### src/tracker_consts.svh
`ifndef TRACKER_CONSTS_SVH
`define TRACKER_CONSTS_SVH
`define NUM_ENTRIES      4
`define ENTRY_IDX_W      2
`define NUM_ROUTES       4
`define ROUTE_IDX_W      2
`define CHAN_SLOTS       4
`define TAG_W            16
`define CHAN_W           16
`define ROUTE_ID_W       32
`define UNIQUE_ID_W      64
`define CODE_W           8
`define RC_SUCCESS       8'h00
`define RC_FAILED        8'hFE
`define RC_INVALID_PARAM 8'hFF
`define MSG_BYTE_W       8
`define SUBST_FIRST      3'h4
`define SUBST_LAST       3'h7
`define SUBST_BASE       4
`endif

### src/tracker_pkg.sv
package tracker_pkg;
`include "tracker_consts.svh"
  typedef enum logic [0:0] {
    XFER_READ,
    XFER_WRITE
  } xfer_kind_t;
  typedef struct packed {
    logic                         used;
    logic [`TAG_W-1:0]            tag;
    logic [`ROUTE_ID_W-1:0]       route;
    logic [`CHAN_SLOTS-1:0]       chan_valid;
    logic [`CHAN_SLOTS-1:0][`CHAN_W-1:0] chans;
  } xfer_entry_t;
endpackage : tracker_pkg

### src/route_xlate.sv
`timescale 1ns/100ps
`include "tracker_consts.svh"
// Combinational route table lookup in both directions; the table itself is loaded by
// the top module, since the configuration process that fills it is outside this block.
module route_xlate
  import tracker_pkg::*;
(
  input  wire logic [`NUM_ROUTES-1:0]                   route_valid,
  input  wire logic [`NUM_ROUTES-1:0][`ROUTE_ID_W-1:0]  route_ids,
  input  wire logic [`NUM_ROUTES-1:0][`UNIQUE_ID_W-1:0] route_uids,
  input  wire logic [`ROUTE_ID_W-1:0]                   find_route,
  output logic      [`UNIQUE_ID_W-1:0]                  found_uid,
  output logic                                          found_uid_ok,
  input  wire logic [`UNIQUE_ID_W-1:0]                  find_uid,
  output logic      [`ROUTE_ID_W-1:0]                   found_route,
  output logic                                          found_route_ok
);
  always_comb begin
    found_uid      = '0;
    found_uid_ok   = 1'b0;
    found_route    = '0;
    found_route_ok = 1'b0;
    for (int i = 0; i < `NUM_ROUTES; i++) begin
      if (route_valid[i] && route_ids[i] == find_route && !found_uid_ok) begin
        found_uid    = route_uids[i];
        found_uid_ok = 1'b1;
      end
      if (route_valid[i] && route_uids[i] == find_uid && !found_route_ok) begin
        found_route    = route_ids[i];
        found_route_ok = 1'b1;
      end
    end
  end
endmodule : route_xlate

### src/transfer_completion_tracker.sv
`timescale 1ns/100ps
`include "tracker_consts.svh"
// Contract
// - Target read or write start creates an entry: tag, route id, channel list.
// - A finished read channel is searched for in the entry channel lists.
// - A finished write channel is searched for the same way.
// - With several channels left, only the finished one is removed, no report.
// - Last read channel done: report read completion and free the entry.
// - Last write channel done: report write completion and free the entry.
// - The report carries the stored tag.
// - The report carries the unique id found from the stored route id.
// - The report return code shows success or failure of the transfer.
// - Codes: 00h success, FEh failure, FFh invalid parameter.
// - Fast read sends data on a known channel with no message exchange.
// - After the last fast read byte, fast read completion is signalled.
// - Target write start requests a data-request message to the initiator.
// - Last write data byte received starts write-ended processing.
// - A quiesce message asks the protocol layer to abort related processes.
// - After quiesce, a response is sent carrying the quiesce return code.
// - With substitute flag, message bytes 4..7 become the route id for the uid.
// - A received route id is translated to a unique id on request.
module transfer_completion_tracker
  import tracker_pkg::*;
(
  input  wire logic                       ref_clk,
  input  wire logic                       nrst,
  input  wire logic                       route_load,
  input  wire logic [`ROUTE_IDX_W-1:0]    route_load_idx,
  input  wire logic [`ROUTE_ID_W-1:0]     route_load_id,
  input  wire logic [`UNIQUE_ID_W-1:0]    route_load_uid,
  input  wire logic                       start_req,
  input  wire logic                       start_kind,
  input  wire logic [`TAG_W-1:0]          start_tag,
  input  wire logic [`ROUTE_ID_W-1:0]     start_route,
  input  wire logic [`CHAN_SLOTS-1:0]     start_chan_valid,
  input  wire logic [`CHAN_SLOTS*`CHAN_W-1:0] start_channel_list,
  output logic                            start_ack,
  output logic                            start_full,
  output logic                            data_request_send,
  output logic [`TAG_W-1:0]               data_request_tag,
  output logic [`ROUTE_ID_W-1:0]          data_request_route,
  input  wire logic                       read_last_byte,
  input  wire logic                       write_last_byte,
  input  wire logic [`CHAN_W-1:0]         done_chan,
  input  wire logic                       done_failed,
  output logic                            read_done,
  output logic                            write_done,
  output logic [`TAG_W-1:0]               done_tag,
  output logic [`UNIQUE_ID_W-1:0]         done_uid,
  output logic [`CODE_W-1:0]              done_code,
  output logic                            no_match_err,
  input  wire logic                       fast_start,
  input  wire logic [`CHAN_W-1:0]         fast_chan,
  input  wire logic                       fast_last_byte,
  output logic                            fast_send,
  output logic [`CHAN_W-1:0]              fast_send_chan,
  output logic                            fast_done,
  input  wire logic                       quiesce_rx,
  output logic                            abort_req,
  input  wire logic                       abort_done,
  input  wire logic [`CODE_W-1:0]         abort_code,
  output logic                            response_send,
  output logic [`CODE_W-1:0]              response_code,
  input  wire logic                       msg_valid,
  input  wire logic [2:0]                 msg_byte_idx,
  input  wire logic [`MSG_BYTE_W-1:0]     msg_byte_in,
  input  wire logic                       substitute_path_flag,
  input  wire logic [`UNIQUE_ID_W-1:0]    msg_uid,
  output logic                            msg_out_valid,
  output logic [`MSG_BYTE_W-1:0]          msg_byte_out,
  input  wire logic                       uid_query,
  input  wire logic [`ROUTE_ID_W-1:0]     uid_query_route,
  output logic                            uid_answer,
  output logic [`UNIQUE_ID_W-1:0]         uid_answer_value,
  output logic [`CODE_W-1:0]              uid_answer_code
);
  // ************************************************************
  // State
  // ************************************************************
  typedef struct packed {
    xfer_entry_t [`NUM_ENTRIES-1:0]               tbl;
    logic [`NUM_ROUTES-1:0]                       rt_valid;
    logic [`NUM_ROUTES-1:0][`ROUTE_ID_W-1:0]      rt_ids;
    logic [`NUM_ROUTES-1:0][`UNIQUE_ID_W-1:0]     rt_uids;
    logic                                         start_ack;
    logic                                         start_full;
    logic                                         dreq_send;
    logic [`TAG_W-1:0]                            dreq_tag;
    logic [`ROUTE_ID_W-1:0]                       dreq_route;
    logic                                         read_done;
    logic                                         write_done;
    logic [`TAG_W-1:0]                            done_tag;
    logic [`UNIQUE_ID_W-1:0]                      done_uid;
    logic [`CODE_W-1:0]                           done_code;
    logic                                         no_match;
    logic                                         fast_active;
    logic                                         fast_send;
    logic [`CHAN_W-1:0]                           fast_chan;
    logic                                         fast_done;
    logic                                         abort_req;
    logic                                         resp_send;
    logic [`CODE_W-1:0]                           resp_code;
    logic                                         msg_valid;
    logic [`MSG_BYTE_W-1:0]                       msg_byte;
    logic                                         uid_ans;
    logic [`UNIQUE_ID_W-1:0]                      uid_val;
    logic [`CODE_W-1:0]                           uid_code;
    logic                                         query_pend;
    logic [`ROUTE_ID_W-1:0]                       query_route;
  } state_t;

  state_t st_r;
  state_t st_nxt;

  logic [`UNIQUE_ID_W-1:0] lk_uid;
  logic                    lk_uid_ok;
  logic [`ROUTE_ID_W-1:0]  lk_route;
  logic                    lk_route_ok;
  logic [`ROUTE_ID_W-1:0]  lk_find_route;

  // ************************************************************
  // Route table lookup
  // ************************************************************
  route_xlate u_xlate (
    .route_valid    (st_r.rt_valid),
    .route_ids      (st_r.rt_ids),
    .route_uids     (st_r.rt_uids),
    .find_route     (lk_find_route),
    .found_uid      (lk_uid),
    .found_uid_ok   (lk_uid_ok),
    .find_uid       (msg_uid),
    .found_route    (lk_route),
    .found_route_ok (lk_route_ok)
  );

  // ************************************************************
  // Channel match per entry and slot
  // ************************************************************
  logic [`NUM_ENTRIES-1:0][`CHAN_SLOTS-1:0] hit;
  logic [`NUM_ENTRIES-1:0]                  hit_any;
  logic [`NUM_ENTRIES-1:0]                  last_one;

  genvar ge, gs;
  generate
    for (ge = 0; ge < `NUM_ENTRIES; ge++) begin : g_ent
      for (gs = 0; gs < `CHAN_SLOTS; gs++) begin : g_slot
        assign hit[ge][gs] = st_r.tbl[ge].used && st_r.tbl[ge].chan_valid[gs]
                             && st_r.tbl[ge].chans[gs] == done_chan;
      end
      assign hit_any[ge]  = |hit[ge];
      assign last_one[ge] = (st_r.tbl[ge].chan_valid & ~hit[ge]) == '0;
    end
  endgenerate

  // First hit entry and first free entry; lowest index wins.
  logic                    found;
  logic [`ENTRY_IDX_W-1:0] found_idx;
  logic                    free_ok;
  logic [`ENTRY_IDX_W-1:0] free_idx;
  always_comb begin
    found     = 1'b0;
    found_idx = '0;
    free_ok   = 1'b0;
    free_idx  = '0;
    for (int i = 0; i < `NUM_ENTRIES; i++) begin
      if (hit_any[i] && !found) begin
        found     = 1'b1;
        found_idx = `ENTRY_IDX_W'(i);
      end
      if (!st_r.tbl[i].used && !free_ok) begin
        free_ok  = 1'b1;
        free_idx = `ENTRY_IDX_W'(i);
      end
    end
  end

  // The completion lookup and a protocol-layer query share one translator port;
  // a matched completion has priority, so a query in the same cycle is answered late by one.
  // The deferred query keeps its own copy of the route id, so the caller may move on.
  logic done_ev;
  logic query_go;
  assign done_ev       = read_last_byte || write_last_byte;
  assign query_go      = uid_query && !(done_ev && found);
  assign lk_find_route = (done_ev && found) ? st_r.tbl[found_idx].route
                       : st_r.query_pend ? st_r.query_route : uid_query_route;

  // ************************************************************
  // Next state
  // ************************************************************
  always_comb begin
    st_nxt = st_r;
    st_nxt.start_ack  = 1'b0;
    st_nxt.dreq_send  = 1'b0;
    st_nxt.read_done  = 1'b0;
    st_nxt.write_done = 1'b0;
    st_nxt.no_match   = 1'b0;
    st_nxt.fast_done  = 1'b0;
    st_nxt.resp_send  = 1'b0;
    st_nxt.uid_ans    = 1'b0;
    st_nxt.query_pend = st_r.query_pend && done_ev && found;

    if (route_load) begin
      st_nxt.rt_valid[route_load_idx] = 1'b1;
      st_nxt.rt_ids[route_load_idx]   = route_load_id;
      st_nxt.rt_uids[route_load_idx]  = route_load_uid;
    end

    // Completion of a read or write channel.
    if (done_ev) begin
      if (!found) begin
        st_nxt.no_match = 1'b1;
      end else if (!last_one[found_idx]) begin
        st_nxt.tbl[found_idx].chan_valid = st_r.tbl[found_idx].chan_valid
                                           & ~hit[found_idx];
      end else begin
        st_nxt.tbl[found_idx].used       = 1'b0;
        st_nxt.tbl[found_idx].chan_valid = '0;
        st_nxt.read_done  = read_last_byte;
        st_nxt.write_done = write_last_byte && !read_last_byte;
        st_nxt.done_tag   = st_r.tbl[found_idx].tag;
        st_nxt.done_uid   = lk_uid;
        st_nxt.done_code  = (done_failed || !lk_uid_ok) ? `RC_FAILED
                                                        : `RC_SUCCESS;
      end
    end

    // New entry; a slot freed this same cycle is reused only on the next one.
    st_nxt.start_full = !free_ok;
    if (start_req && free_ok) begin
      st_nxt.tbl[free_idx].used       = 1'b1;
      st_nxt.tbl[free_idx].tag        = start_tag;
      st_nxt.tbl[free_idx].route      = start_route;
      st_nxt.tbl[free_idx].chan_valid = start_chan_valid;
      st_nxt.tbl[free_idx].chans      = start_channel_list;
      st_nxt.start_ack = 1'b1;
      if (start_kind == XFER_WRITE) begin
        st_nxt.dreq_send  = 1'b1;
        st_nxt.dreq_tag   = start_tag;
        st_nxt.dreq_route = start_route;
      end
    end

    // Fast read: data goes straight out on the known channel.
    if (fast_start && !st_r.fast_active) begin
      st_nxt.fast_active = 1'b1;
      st_nxt.fast_send   = 1'b1;
      st_nxt.fast_chan   = fast_chan;
    end else if (st_r.fast_active && fast_last_byte) begin
      st_nxt.fast_active = 1'b0;
      st_nxt.fast_send   = 1'b0;
      st_nxt.fast_done   = 1'b1;
    end

    // Quiesce: hold the abort request until the protocol layer answers.
    if (quiesce_rx) begin
      st_nxt.abort_req = 1'b1;
    end else if (st_r.abort_req && abort_done) begin
      st_nxt.abort_req = 1'b0;
      st_nxt.resp_send = 1'b1;
      st_nxt.resp_code = abort_code;
    end

    // Outgoing message bytes, with optional route id substitution.
    st_nxt.msg_valid = msg_valid;
    st_nxt.msg_byte  = msg_byte_in;
    if (msg_valid && substitute_path_flag && msg_byte_idx >= `SUBST_FIRST
        && msg_byte_idx <= `SUBST_LAST) begin
      // Byte 4 carries the most significant byte of the route id.
      st_nxt.msg_byte = lk_route[(`SUBST_LAST - msg_byte_idx) * `MSG_BYTE_W
                                 +: `MSG_BYTE_W];
    end

    // Route id to unique id query.
    if ((uid_query && query_go) || (st_r.query_pend && !(done_ev && found))) begin
      st_nxt.uid_ans  = 1'b1;
      st_nxt.uid_val  = lk_uid_ok ? lk_uid : '0;
      st_nxt.uid_code = lk_uid_ok ? `RC_SUCCESS : `RC_FAILED;
    end else if (uid_query) begin
      st_nxt.query_pend  = 1'b1;
      st_nxt.query_route = uid_query_route;
    end
  end

  always_ff @(posedge ref_clk) begin
    if (!nrst) begin
      st_r <= '0;
    end else begin
      st_r <= st_nxt;
    end
  end

  assign start_ack          = st_r.start_ack;
  assign start_full         = st_r.start_full;
  assign data_request_send  = st_r.dreq_send;
  assign data_request_tag   = st_r.dreq_tag;
  assign data_request_route = st_r.dreq_route;
  assign read_done          = st_r.read_done;
  assign write_done         = st_r.write_done;
  assign done_tag           = st_r.done_tag;
  assign done_uid           = st_r.done_uid;
  assign done_code          = st_r.done_code;
  assign no_match_err       = st_r.no_match;
  assign fast_send          = st_r.fast_send;
  assign fast_send_chan     = st_r.fast_chan;
  assign fast_done          = st_r.fast_done;
  assign abort_req          = st_r.abort_req;
  assign response_send      = st_r.resp_send;
  assign response_code      = st_r.resp_code;
  assign msg_out_valid      = st_r.msg_valid;
  assign msg_byte_out       = st_r.msg_byte;
  assign uid_answer         = st_r.uid_ans;
  assign uid_answer_value   = st_r.uid_val;
  assign uid_answer_code    = st_r.uid_code;
endmodule : transfer_completion_tracker

### config.mk
export PLATFORM = sky130hd
export DESIGN_NAME = transfer_completion_tracker
export DESIGN_NICKNAME = d
export VERILOG_FILES = /design/src/tracker_pkg.sv /design/src/route_xlate.sv /design/src/transfer_completion_tracker.sv
export VERILOG_INCLUDE_DIRS = /design/src /design/src/src
export SDC_FILE = /design/constraint.sdc
export NUM_CORES = 2
export LEC_CHECK = 0
export ABC_CLOCK_PERIOD_IN_PS = 11800
export BUFFER_PORTS_ARGS = -buffer_cell sky130_fd_sc_hd__clkbuf_2
export CELL_PAD_IN_SITES_DETAIL_PLACEMENT = 1
export CELL_PAD_IN_SITES_GLOBAL_PLACEMENT = 1
export CORE_UTILIZATION = 47
export CTS_CLUSTER_DIAMETER = 120
export CTS_CLUSTER_SIZE = 12
export DETAILED_ROUTE_END_ITERATION = 8
export GPL_ROUTABILITY_DRIVEN = 1
export GPL_TIMING_DRIVEN = 1
export PLACE_DENSITY = 0.86
export SLEW_MARGIN = 20
export SYNTH_ARGS = -nofsm -noshare
export SYNTH_HDL_FRONTEND = slang
export SYNTH_HIERARCHICAL = 1
export SYNTH_SLANG_ARGS = --single-unit
export TNS_END_PERCENT = 50
### constraint.sdc
create_clock -name ref_clk -period 11.8 [get_ports ref_clk]
set_input_delay 2.95 -clock ref_clk [delete_from_list [all_inputs] [get_ports ref_clk]]
set_output_delay 2.95 -clock ref_clk [all_outputs]
set_load 0.1 [all_outputs]
* Word-level counts from Yosys, hierarchy flattened
Index checks and enable logic that the tools add are counted.
Word-level totals: bits in registers 1142, output and inout port bits 252, logic and storage cells 310
Cells by class: add/sub/neg operators 1, order comparisons 8, equality and inequality tests 24, shift operators 1, multiplexer cells 86, bitwise gates (word level) 14, reduce and logical (&&, ||, !) cells 110
Operators with widths (count):
- 468-bit bitwise mux | 8
- 468-bit two-way mux | 4
- 117-bit demux with 2-bit select | 7
- 64-bit two-way mux | 7
- 256-bit bitwise mux | 1
- 16-bit equality test | 16
- 64-bit equality test | 4
- 117-bit binary-select mux with 2-bit select | 1
- 117-bit two-way mux | 2
- 116-bit two-way mux | 2
- 32-bit two-way mux | 7
- 68-bit two-way mux | 2
- 128-bit bitwise mux | 1
- 64-bit demux with 2-bit select | 1
- 32-bit equality test | 4
- 100-bit two-way mux | 1
- 73-bit two-way mux | 1
- 1-bit logical AND | 69
- 33-bit two-way mux | 2
- 32-bit demux with 2-bit select | 1
- 49-bit two-way mux | 1
- 32-bit by 33-bit indexed part select with 8-bit output | 1
- 8-bit two-way mux | 3
- 1-bit two-way mux | 23
- 24 further kinds | 75

* Longest topological paths before layout
depth in word-level cells 31, gate-level depth with buffers 26

* Modules after synthesis
The synthesis kept the hierarchy.
Modules (own cells, without submodules):
- transfer_completion_tracker | times used 1, cells each 6088, area each 47586.9 um^2
- route_xlate | times used 1, cells each 1299, area each 9012.4 um^2

* Worst setup path after synthesis
Ideal clock, no wire load.
path kind input-to-reg, start point input done_chan[6], end point register st_r, in the netlist uid_answer_value[22], arrival 7.845 ns, slack 3.885 ns, stages on the path 25, path buffers 9, path through buf_4 -> buf_6 -> xor2_1 -> nor4_1 -> nand4b_1 -> nor3_1 -> or4_1 -> buf_2 -> nor4_4 -> buf_2 -> a222oi_1 -> a21boi_0 -> a21oi_1 -> xor2_1 -> nor4_1 -> nand4_1 -> or4_1 -> buf_2 -> buf_6 -> buf_6 -> nand4_1 -> clkbuf_1 -> clkbuf_1 -> nand3_1 -> a21oi_1
Between the ends: word-level cells in the longest chain between the ends 29, elaborated cells on any way between the ends 81, classes of those cells 20 x eq/ne; 19 x mux; 42 x reduce/logical
Ends and longest elaborated chain:
- from (decl) | line transfer_completion_tracker.sv:44 | input wire logic [`CHAN_W-1:0] done_chan,
- 16-bit equality test | line transfer_completion_tracker.sv:148 | && st_r.tbl[ge].chans[gs] == done_chan;
- 1-bit logical AND | line transfer_completion_tracker.sv:148
- 4-bit OR reduction | line transfer_completion_tracker.sv:150 | assign hit_any[ge] = |hit[ge];
- 1-bit two-way mux | line transfer_completion_tracker.sv:166 | if (hit_any[i] && !found) begin
- 1-bit zero test | line transfer_completion_tracker.sv:166
- 1-bit logical AND | line transfer_completion_tracker.sv:166
- 1-bit two-way mux | line transfer_completion_tracker.sv:166
- 1-bit zero test | line transfer_completion_tracker.sv:166
- [8 not listed]
- named net lk_find_route[19] | line transfer_completion_tracker.sv:119 | logic [`ROUTE_ID_W-1:0] lk_find_route;
- [6 not listed]
- 1-bit zero test | line route_xlate.sv:24 | if (route_valid[i] && route_ids[i] == find_route && !found_uid_ok) begin
- 1-bit logical AND | line route_xlate.sv:24
- 1-bit two-way mux | line route_xlate.sv:24
- 1-bit zero test | line route_xlate.sv:24
- 1-bit logical AND | line route_xlate.sv:24
- 1-bit two-way mux * | line route_xlate.sv:24
- named net lk_uid_ok | line transfer_completion_tracker.sv:116 | logic lk_uid_ok;
- 64-bit two-way mux * | line transfer_completion_tracker.sv:276 | st_nxt.uid_val = lk_uid_ok ? lk_uid : '0;
- to (signal assigned) | line transfer_completion_tracker.sv:288 | st_r <= st_nxt;
- to (decl) | line transfer_completion_tracker.sv:112 | state_t st_r;
Mark *: on every way through the listed nets, which the timed path passes. The rest lies on a longest branch. The select of a mux whose other input is x is not followed. A chain may end at the register's enable or synchronous reset.

* Worst setup path in the final report
start point input done_chan[13], end point register st_r, in the netlist uid_answer_value[16]
Between the ends: word-level cells in the longest chain between the ends 29, elaborated cells on any way between the ends 81, classes of those cells 20 x eq/ne; 19 x mux; 42 x reduce/logical
Ends and longest elaborated chain:
- 16-bit equality test | line transfer_completion_tracker.sv:148
- 1-bit logical AND | line transfer_completion_tracker.sv:148
- 4-bit OR reduction | line transfer_completion_tracker.sv:150
- 1-bit two-way mux | line transfer_completion_tracker.sv:166
- 1-bit zero test | line transfer_completion_tracker.sv:166
- 1-bit logical AND | line transfer_completion_tracker.sv:166
- 1-bit two-way mux | line transfer_completion_tracker.sv:166
- 1-bit zero test | line transfer_completion_tracker.sv:166
- [8 not listed]
- named net lk_find_route[9] | line transfer_completion_tracker.sv:119
- [6 not listed]
- 1-bit zero test | line route_xlate.sv:24
- 1-bit logical AND | line route_xlate.sv:24
- 1-bit two-way mux | line route_xlate.sv:24
- 1-bit zero test | line route_xlate.sv:24
- 1-bit logical AND | line route_xlate.sv:24
- 64-bit two-way mux * | line route_xlate.sv:24
- named net lk_uid[16] | line transfer_completion_tracker.sv:115 | logic [`UNIQUE_ID_W-1:0] lk_uid;
- 64-bit two-way mux * | line transfer_completion_tracker.sv:276
Marks and branches as above.

==> flow_summary_export.csv <==
group,metric,value,unit
sta,fin_tns_setup,0,ns
setup_path,cp_num_buf_inv,6,
drt,drcViolationCount,0,
sta,hold_violations,0,
drt,ant_nets,0,
sta,layout_worst_path_cycle_share,88.2,%
layout,post-route-util,51.8,%
clock_network,clk_pin_slew_worst_paths,0.06,ns
layout,areaGrowthSynthToFinish,8.59,%
global_route,grt_max_degree,212,
floorplan,boundaryPins,628,
sta,slew_viol_final,0,
setup_path,arrival,11.07,ns
clock_network,clk_latency,0.77,ns
setup_path,required,12.47,ns
clock_network,cts_buffers,104,
sta,skew,0.0440,ns
setup_path,cp_slowest_stage_delay,0.91,ns
power_and_ir_drop,p_int,5.74,mW
sta,rsz0062_at_grt,"no",
drt,via_per_inst,6.15,
setup_path,crit_slowest_cell,"nor4b_1",
setup_path,criticalPathCategory,"input port to flip-flop",
clock_network,cts_tree,"built",
layout,multi_input_area,29500,um2
clock_network,cts_hold_buf,0,
sta,slew_headroom,24.2,%
layout,fillers,14702,
floorplan,start_util,47.7,%
layout,instances_no_fill,9073,
floorplan,num_rows,126,
place,dp.final_hpwl,182,mm
global_route,antenna_found_initial,27,
sta,fmax,0.0961,GHz
clock_network,cts_setup_buffers,0,
setup_path,crit_path_frequent_cell,"buf_4",
flow_run,maxCapViolations,0,
sta,fin_crit,10.40,ns
worst_hold_path,hold_class,"flip-flop to flip-flop",
power_and_ir_drop,swShare,29.6,%
power_and_ir_drop,powerDensity,133,nW/um2
synthesis,syn_area,56600,um2
sta,setup_viol,0,
drt,drtPass1Iterations,7,
global_route,grt_pass1_wl,369,mm
synthesis,syn_avg_cell_area,7.66,um2
place,place.gp.congestion,1.06,
setup_path,setup.worst_path.start_class,"input port",
place,dp_cells,8939,
global_route,grt_pass1_vias,54741,
floorplan,die_y,349,um
power_and_ir_drop,comb_power_share,12.0,%
power_and_ir_drop,seqPwrFrac,49.4,%
drt,via_count,55837,
place,pre_cts_ws,0.919,ns
layout,final_nets,7821,
power_and_ir_drop,switchingPower,2.41,mW
synthesis,postSynthCellCount,7386,
floorplan,die_area,122000,um2
drt,wl,256,mm
power_and_ir_drop,pwr-share-clk,38.6,%
sta,setup_ws,1.40,ns
setup_path,endpoint_kind,"flip-flop",
synthesis,ys_warn_count,6,
setup_path,crit_family,"simple AND/OR/NAND/NOR gates",
floorplan,die_x,349,um
clock_network,cts.sinks,1127,
drt,wl_per_cell,28.2,um
layout,seqCellArea,22600,um2
outcome,status,"completed",
sta,whs,0.453,ns
power_and_ir_drop,leakage,23.1,nW
clock_network,ctsResizeCount,0,
clock_network,cts_max_level,3,
layout,drive_gt1_share,13.0,%
global_route,grt.overflow.total,0,
clock_network,cts_max_path_buffers,3,
setup_path,crit_chain,"clkbuf_2, xnor2_1, nand2_1, or3b_2, nor4b_1, nor4_2, buf_4, a41oi_4, buf_12, buf_4, a211oi_1, a21oi_1, xor2_1, nor4_1, nand4_1, or4_1, buf_4, and4b_4, buf_12, o31ai_1, nand3_1, a21oi_1",
clock_network,cts_root_buf,"clkbuf_16",
sta,worst_pin_slew,1.12,ns
place,io_buffers,625,
setup_path,cp_max_fo,69,
power_and_ir_drop,irDropWorstVdd,0.000136,V
floorplan,fp.coreArea,119000,um2
layout,layout_commonest_cell,"nand2_1",
global_route,grt.total_usage,40.6,%
drt,drtIter0Drc,6160,
layout,mostFrequentLayoutCells,"nand2_1 (2244), dfxtp_1 (1126), a21oi_1 (1048), clkbuf_2 (624), xor2_1 (411)",
per-stage QoR:
step | instance area [um2] | power [mW]
after floorplan | 56600 | 4.65
after global placement | 58600 | 5.03
after detailed placement | 58600 | 5.05
after CTS | 61400 | 8.15
after global routing | 61400 | 8.36
final | 61500 | 8.15
registers in the layout (all words and copies together), names as in the netlist, 8 cells and up:
name	flops
data_request_route	32
response_code	8
msg_byte_out	8
done_uid	64
done_tag	16
data_request_tag	16
st_r	890
fast_send_chan	16
uid_answer_value	64
layout make-up:
class	instances	share of cell area, %
repair buffers	740	6.65
well taps	1600	3.26
clock buffers	106	4.26
clock inverters	9	0.344
flip-flops and latches	1127	36.7
inverters	101	0.629
diodes	19	0.0774
multi-input cells	5371	48.1
tightest hold or removal path, stage by stage (launching register included):
cell     delay, ns
dfxtp_1       0.31
nand2_1       0.05
a21oi_1       0.05
routing by layer:
metal | part of all wire (%) | GRT usage [%]
met5 | 0.030 | 0
met2 | 44 | 61.8
met3 | 8.6 | 7.98
met4 | 6.4 | 23.6
met1 | 41 | 53.2
worst paths after layout:
path	startpoint	end	slack, ns	cells past startpoint
max	done_chan[13]	uid_answer_value[16]	1.40	22
min	uid_answer_value[16]	uid_answer_value[16]	0.45	2
max reg2reg	st_r[790]	uid_answer_value[16]	3.75	21
min reg2reg	uid_answer_value[16]	uid_answer_value[16]	0.45	2
power groups by stage:
stage | Clock, mW | Sequential [mW] | Combinational, mW
after floorplan | 0 | 4.06 | 0.591
after global routing | 3.31 | 4.03 | 1.02
after detailed placement | 0 | 4.10 | 0.949
after global placement | 0 | 4.10 | 0.932
after CTS | 3.17 | 4.02 | 0.954
final | 3.15 | 4.03 | 0.975
No activity file was read; power rests on OpenSTA's default activity.
